File: src/logic/rfdec_cfg.svh
/*
 * Constants for the register file address decoder: address map bounds,
 * widths and fill values.
 * Assumes it is included by bare name from logic/ sources only.
 */
`ifndef RFDEC_CFG_SVH
`define RFDEC_CFG_SVH

`define RFDEC_ADDR_W      12
`define RFDEC_DATA_W      8
`define RFDEC_CTRL_BASE   12'hf00
`define RFDEC_CTRL_LAST   12'hfff
`define RFDEC_RAM_BASE    12'h000
`define RFDEC_RAM_1K      12'h400
`define RFDEC_RAM_2K      12'h800
`define RFDEC_PRAM_SIZE   12'h400
`define RFDEC_FILL_BYTE   8'h00

`endif

File: src/logic/rfdec_pkg.sv
/*
 * Types shared by the register file address decoder.
 * Assumes rfdec_cfg.svh is on the include path.
 */
`default_nettype none
`include "rfdec_cfg.svh"

package rfdec_pkg;

    typedef logic [`RFDEC_ADDR_W-1:0] rfdec_addr_t;
    typedef logic [`RFDEC_DATA_W-1:0] rfdec_data_t;

    // Target of one decoded access
    typedef enum logic [1:0] {
        RFDEC_TGT_RAM  = 2'h0,
        RFDEC_TGT_PRAM = 2'h1,
        RFDEC_TGT_CTRL = 2'h2,
        RFDEC_TGT_NONE = 2'h3
    } rfdec_tgt_e;

    // Access request from the core
    typedef struct packed {
        logic        rd;
        logic        wr;
        rfdec_addr_t addr;
        rfdec_data_t wdata;
    } rfdec_req_s;

    // Strobes to one target
    typedef struct packed {
        logic        rd;
        logic        wr;
        rfdec_addr_t addr;
        rfdec_data_t wdata;
    } rfdec_sel_s;

endpackage : rfdec_pkg

`default_nettype wire
File: src/logic/rfdec_decoder.sv
/*
 * Register file address decoder: steers each core access to register RAM,
 * remapped program RAM, the control page or nowhere, and returns read data
 * two cycles after the request.
 * Assumes targets return read data combinationally for the address given.
 */
// Summary of operation
// - Accept a 12-bit address covering a 4096-byte register file.
// - Addresses F00H to FFFH go to the control register page, never RAM.
// - Reserved control page reads return undefined data.
// - Register RAM starts at 000H, 1KB or 2KB per variant.
// - Unimplemented addresses below control page: read undefined, writes ignored.
// - Program RAM may map at 800H-BFFH (2KB parts) or 400H-7FFH (1KB parts).
// - Operand reads and result writes all pass through the decoder.
`timescale 1ns/10ps
`default_nettype none
`include "rfdec_cfg.svh"

module rfdec_decoder
    import rfdec_pkg::*;
#(
    parameter int RAM_KB = 2
) (
    input  wire logic        i_mclk,
    input  wire logic        i_rst,
    input  wire rfdec_req_s  i_req,
    input  wire logic        i_pram_map,
    input  wire logic        i_ctrl_hole,
    input  wire rfdec_data_t i_ram_rdata,
    input  wire rfdec_data_t i_pram_rdata,
    input  wire rfdec_data_t i_ctrl_rdata,
    output var  rfdec_sel_s  o_ram,
    output var  rfdec_sel_s  o_pram,
    output var  rfdec_sel_s  o_ctrl,
    output var  rfdec_data_t o_rdata,
    output var  logic        o_rvalid,
    output var  logic        o_pram_in_rf
);

    // Only the two documented RAM sizes have a map
    if (RAM_KB != 1 && RAM_KB != 2) begin : g_ram_kb_check
        $error("RAM_KB must be 1 or 2");
    end

    localparam rfdec_addr_t RAM_TOP = (RAM_KB == 2) ? `RFDEC_RAM_2K : `RFDEC_RAM_1K;

    // Classify an address under the given remap state
    function automatic rfdec_tgt_e classify(input rfdec_addr_t a, input logic remap);
        rfdec_tgt_e t;
        t = RFDEC_TGT_NONE;
        if (a >= `RFDEC_CTRL_BASE) begin
            t = RFDEC_TGT_CTRL;
        end else if (a < RAM_TOP) begin
            t = RFDEC_TGT_RAM;
        end else if (remap && a < RAM_TOP + `RFDEC_PRAM_SIZE) begin
            t = RFDEC_TGT_PRAM;
        end
        return t;
    endfunction : classify

    // Remap strap, caught on the first edge after reset release
    logic        remap_reg, remap_next;
    logic        strap_done_reg, strap_done_next;

    always_comb begin
        remap_next      = remap_reg;
        strap_done_next = 1'b1;
        if (!strap_done_reg) begin
            remap_next = i_pram_map;
        end
    end

    always_ff @(posedge i_mclk or posedge i_rst) begin
        if (i_rst) begin
            remap_reg      <= 1'b0;
            strap_done_reg <= 1'b0;
        end else begin
            remap_reg      <= remap_next;
            strap_done_reg <= strap_done_next;
        end
    end

    // Access pipeline: strobes and read data registered
    rfdec_sel_s  ram_reg, ram_next, pram_reg, pram_next, ctrl_reg, ctrl_next;
    rfdec_tgt_e  tgt_reg, tgt_next;
    logic        rd_reg, rd_next;
    rfdec_data_t rdata_reg, rdata_next;
    logic        rvalid_reg, rvalid_next;
    rfdec_tgt_e  tgt_now;

    always_comb begin
        rfdec_sel_s base;
        base       = '{rd: i_req.rd, wr: i_req.wr, addr: i_req.addr, wdata: i_req.wdata};
        tgt_now    = classify(i_req.addr, remap_reg);
        ram_next   = '0;
        pram_next  = '0;
        ctrl_next  = '0;
        // Unmapped addresses get no strobe so writes change nothing
        case (tgt_now)
            RFDEC_TGT_RAM: begin
                ram_next = base;
            end
            RFDEC_TGT_PRAM: begin
                pram_next      = base;
                pram_next.addr = i_req.addr - RAM_TOP;
            end
            RFDEC_TGT_CTRL: begin
                ctrl_next = base;
            end
            default: begin
                ram_next = '0;
            end
        endcase
        tgt_next    = tgt_now;
        rd_next     = i_req.rd;
        rvalid_next = rd_reg;
        rdata_next  = `RFDEC_FILL_BYTE;
        if (rd_reg) begin
            case (tgt_reg)
                RFDEC_TGT_RAM: begin
                    rdata_next = i_ram_rdata;
                end
                RFDEC_TGT_PRAM: begin
                    rdata_next = i_pram_rdata;
                end
                RFDEC_TGT_CTRL: begin
                    // Hole flag and data both belong to the address now on o_ctrl
                    rdata_next = i_ctrl_hole ? `RFDEC_FILL_BYTE : i_ctrl_rdata;
                end
                default: begin
                    rdata_next = `RFDEC_FILL_BYTE;
                end
            endcase
        end
    end

    always_ff @(posedge i_mclk or posedge i_rst) begin
        if (i_rst) begin
            ram_reg    <= '0;
            pram_reg   <= '0;
            ctrl_reg   <= '0;
            tgt_reg    <= RFDEC_TGT_NONE;
            rd_reg     <= 1'b0;
            rdata_reg  <= `RFDEC_FILL_BYTE;
            rvalid_reg <= 1'b0;
        end else begin
            ram_reg    <= ram_next;
            pram_reg   <= pram_next;
            ctrl_reg   <= ctrl_next;
            tgt_reg    <= tgt_next;
            rd_reg     <= rd_next;
            rdata_reg  <= rdata_next;
            rvalid_reg <= rvalid_next;
        end
    end

    assign o_ram        = ram_reg;
    assign o_pram       = pram_reg;
    assign o_ctrl       = ctrl_reg;
    assign o_rdata      = rdata_reg;
    assign o_rvalid     = rvalid_reg;
    assign o_pram_in_rf = remap_reg;
endmodule : rfdec_decoder

`default_nettype wire

File: config.mk
export PLATFORM = sky130hd
export DESIGN_NAME = rfdec_decoder
export DESIGN_NICKNAME = d
export VERILOG_FILES = /design/src/logic/rfdec_pkg.sv /design/src/logic/rfdec_decoder.sv
export VERILOG_INCLUDE_DIRS = /design/src /design/src/logic
export SDC_FILE = /design/constraint.sdc
export NUM_CORES = 1
export LEC_CHECK = 0
export BUFFER_PORTS_ARGS = -buffer_cell sky130_fd_sc_hd__buf_2
export CAP_MARGIN = 20
export CORE_MARGIN = 4
export CORE_UTILIZATION = 25
export DETAILED_ROUTE_END_ITERATION = 12
export GPL_ROUTABILITY_DRIVEN = 1
export SYNTH_ARGS = -nofsm -noshare
export SYNTH_HDL_FRONTEND = slang
export SYNTH_SLANG_ARGS = --single-unit
File: constraint.sdc
create_clock -name i_mclk -period 3.52 [get_ports i_mclk]
set_input_delay 0.352 -clock i_mclk [delete_from_list [all_inputs] [get_ports i_mclk]]
set_output_delay 0.352 -clock i_mclk [all_outputs]
set_load 0.02 [all_outputs]
### After elaboration in Yosys (flattened, before gate mapping)

Index checks and enable logic that the tools add are counted.

* $lt $le $gt $ge: 3
* multipliers: 0
* mux-type cells: 9
* bitwise logic cells: 0
* equal/unequal tests: 4
* add/subtract/negate cells: 1
* div/mod/pow operators: 0
* shift operators: 0
* reduce and logical (&&, ||, !) cells: 3

Operators by type and width (number)
* 2-to-1 mux 22 bit: 3
* less-than comparator 12 bit (second input constant): 2
* case mux 8 bit (3 select lines): 1
* 2-to-1 mux 8 bit: 2
* >= comparator 12 bit (second input constant): 1
* subtractor 12 bit (second input constant): 1
* 2-to-1 mux 2 bit: 3
* == test 2 x 1 -> 1 bit (second input constant): 2
* == test 2 bit (second input constant): 2
* zero test 2 bit: 2
* logical AND 1 bit: 1

* output and inout port bits: 76
* word-level logic and storage cells: 38
* latch bits: 0
* bits in read-only memories: 0
* memories kept: 0
* RAM bits: 0
* register bits: 80

### Depth between registers and ports, before layout

* depth in word-level cells: 7
* gate-level depth with buffers: 3
* gate-level depth less buffers: 2

### Worst setup path before layout

OpenSTA, ideal clock, no wires.

* kind: register to register
* start: register tgt_reg[1]
* end: register rdata_reg[5] (netlist: o_rdata[5])
* stages on the path, launching flop included: 4
* setup slack: 2.304 ns
* arrival time: 1.092 ns
* library setup time: 0.124 ns
* required time: 3.396 ns
* cell sequence: dfstp_2 -> buf_4 -> and3b_1 -> o31a_1

* cells in the longest elaborated chain, start to end: 3
* elaborated cells between the ends (all ways): 5
* classes of those cells: 2 x eq/ne; 2 x mux; 1 x reduce/logical

RTL lines
* start: declaration: line rfdec_decoder.sv:85 `rfdec_tgt_e tgt_reg, tgt_next;`
* start signal: assignment: line rfdec_decoder.sv:150 `tgt_reg <= tgt_next;`
* == test 2 bit (tied with other cells): line rfdec_decoder.sv:119 `case (tgt_reg)`
* case mux 8 bit (3 select lines) (*): line rfdec_decoder.sv:119
* 2-to-1 mux 8 bit (*): line rfdec_decoder.sv:118 `if (rd_reg) begin`
* via rdata_next[5]: line rfdec_decoder.sv:87 `rfdec_data_t rdata_reg, rdata_next;`
* end signal: assignment: line rfdec_decoder.sv:144 `` rdata_reg <= `RFDEC_FILL_BYTE; ``
* end signal: assignment: line rfdec_decoder.sv:152 `rdata_reg <= rdata_next;`
* end: declaration: line rfdec_decoder.sv:87

Mark *: on every way through the listed nets, which the timed path passes. The rest lies on a longest branch.
A chain may end at the register's enable or synchronous reset.

==> summary.txt <==
Timing
  • Unrepaired setup endpoints after global routing: false
  • Clock skew: approximately 0.004 ns
  • Count of final setup violators: 0
  • Setup_tns: 0 ns
  • Tmin final: 1.54 ns
  • Max Slew Vio Count: 0
  • Slew @ Worst Pin: 0.724 ns
  • Hold Fails Final Rpt: 0
  • Fmax: 0.651 GHz
  • Final worst path period share: 43.6%
  • Rel. slew slack: about 52%

Status
  • Outcome: finished clean

Clocking
  • # H-tree levels: 3
  • CTS tree: built
  • Root buffer cell: clkbuf_16
  • Setup Fix Bufs, Post-CTS: 0
  • Clk_lat worst skew: 0.33 ns
  • Max clock buf depth: 2
  • CTS clk-pin slew, worst paths: 0.06 ns
  • Post-CTS Hold Fix Bufs: 0
  • Num CTS Buffers: 9
  • Post_cts resized: 0
  • Clk sinks: 80

Critical path
  • Slowest cell on crit path: and4_1
  • RR Startpoint: tgt_reg[1]
  • Crit path cell chain: buf_2 > and4_1 > and2_1
  • Delay of the slowest critical-path stage: 0.76 ns
  • Worst setup path start: i_req[19]
  • CP required: 3.78 ns
  • RR Endpoint: o_rdata[2]
  • Worst r2r path cells: 2
  • Top delay family on crit path: simple AND/OR/NAND/NOR gates
  • WP buf/inv: 1
  • Worst setup EP type: flip-flop
  • R2R setup slack: ~2.1 ns
  • Startpoint Class: primary input
  • Arrival time worst endpoint: 1.79 ns
  • Worst Path Max Fanout: 28
  • Setup CP Type: primary input to flip-flop

Drt
  • DRT iter0 DRCs: 98
  • Routed WL per cell: approximately 15 um
  • # DRC: 0
  • Routed vias: 1910
  • Final ANT Viol Nets: 0
  • Via/cell ratio: between 4 and 5
  • 1st-pass router iterations: 3
  • Routed WL: 6980 um

Floorplan
  • Die area: 13000 um^2
  • Initial Utilization: 25.7%
  • Row count: 38
  • # IOs: 126
  • Core area: 10900 um^2
  • Die Y: 114 um
  • Die width: 114 um

Pwr
  • Cell internal pwr: 1.65 mW
  • Flop pwr share: a little under half
  • Maximum VDD drop: about 240 uV
  • P_leak: 2.14 nW
  • Clk network pwr share: 45.2%
  • Switching share of power: between 20 and 25%
  • PwrDens: approximately 540 nW/um^2
  • NetSw: 478 uW
  • Comb pwr share: between 8 and 9%

Yosys
  • Area of the mapped netlist: 2810 um^2
  • Synth unique cells: 20
  • Total number of yosys warnings: 0
  • Post-synthesis average cell area: approximately 15 um^2
  • Sequential cell area fraction in the yosys report: a little under three quarters
  • Gate Count Post-Synth: 194
  • Count of state elements after synthesis: 80

Run
  • # Max-Cap Violations: 0

Global route
  • Initial antenna violation count: 0
  • First-pass GRT wire length: 11200 um
  • GRT Util Overall: 11.3%
  • Gr ovfl total: 0
  • Largest net degree at the start of global routing: 39
  • Number of global-route vias before repair: 2093

Placement
  • HPWL after DPL: about 5000 um
  • Port bufs: 125
  • GPL Wtd Cong: between 0.7 and 0.8

Cells and area
  • Fillers: 1101
  • Final #Nets: 374
  • Final core utilization: 35.7%
  • Synthesis-to-layout area growth: 38.7%
  • Most frequent cells in the layout: buf_2 (125), dfrtp_1 (78), and2_1 (38)
  • Most common cell after layout, fill and taps aside: buf_2
  • Share of cells above drive strength 1: 45.4%
  • N_diodes: 0

Hold path
  • Hold Path Class: primary input to asynchronous set/reset pin
==> worst max path at each step <==
stage / to / slack [ns] / cells past startpoint
global route: o_ctrl[7] / 1.80 / 3
CTS: o_ctrl[7] / 1.93 / 3
floorplan: o_ctrl[0] / 1.12 / 1
finish: o_ctrl[7] / 1.98 / 3
detailed placement: o_ctrl[7] / 1.58 / 3
global placement: o_ctrl[6] / 1.67 / 3
==> per-layer routing <==
metal / share of wire (%) / vias to the layer above / GRT usage, %
li1: - / 893 / -
met1: 40 / 944 / 13.8
met2: 52 / 65 / 18.8
met3: 7.1 / 8 / 3.59
met4: 1.2 / 0 / 3.80
met5: 0 / - / 0
==> through the flow <==
step	instance area (um^2)	instances	setup WS (ns)	hold WS [ns]	total power, mW
2_1_floorplan	2820	196	1.12	0.352	1.10
3_3_place_gp	3580	452	1.67	0.472	1.18
3_5_place_dp	3600	453	1.58	0.407	1.19
4_1_cts	3900	468	1.93	0.0505	2.16
5_1_grt	3900	468	1.80	0.0719	2.22
6_report	3900	468	1.98	0.0373	2.12
==> cell usage after synthesis <==
master | instances | area (um^2)
nor2b_1 | 21 | 131
buf_2 | 3 | 15.0
clkbuf_1 | 2 | 7.51
buf_4 | 3 | 22.5
buf_1 | 1 | 3.75
nor3b_1 | 8 | 60.1
mux2_2 | 1 | 11.3
o31a_1 | 8 | 70.1
nor2_1 | 1 | 3.75
and3b_1 | 9 | 78.8
and4bb_1 | 4 | 50.1
and2_1 | 38 | 238
a21boi_0 | 1 | 7.51
conb_1 | 2 | 7.51
dfstp_2 | 2 | 52.6
dfrtp_1 | 78 | 1950
clkbuf_2 | 2 | 10.0
inv_1 | 2 | 7.51
and4_1 | 4 | 35.0
and4bb_2 | 4 | 50.1
==> cell type report <==
type,instances,area [um^2],share of cell area [%]
inverters,2,8.76,0.224
multi-input cells,103,751,19.2
well taps,140,175,4.49
clock buffers,11,233,5.96
flip-flops and latches,80,2000,51.4
clock inverters,4,70.1,1.80
repair buffers,128,661,16.9
==> power groups by stage <==
stage	Clock (mW)	Combinational, mW	Sequential, mW
after global routing	1.03	0.206	0.984
after CTS	0.992	0.191	0.979
after detailed placement	0	0.191	0.996
after global placement	0	0.184	0.995
after floorplan	0	0.0661	1.03
final	0.961	0.186	0.979
==> worst reg2reg max path, cell delays in order (launching register included) <==
cell and delay [ns]:
dfstp_2 0.77, and3b_1 0.24, o31a_1 0.29
==> cell families (layout without fill, tap and decap cells) <==
family | after synthesis | in the layout | share of synthesized area [%]
AND/OR/NAND/NOR | 89 | 89 | 23.0
AO/OA/AOI/OAI | 9 | 9 | 2.76
buffers and inverters | 13 | 145 | 2.36
other | 2 | 4 | 0.267
flip-flops | 80 | 80 | 71.2
multiplexers | 1 | 1 | 0.400
No activity file was read; power rests on OpenSTA's default activity.
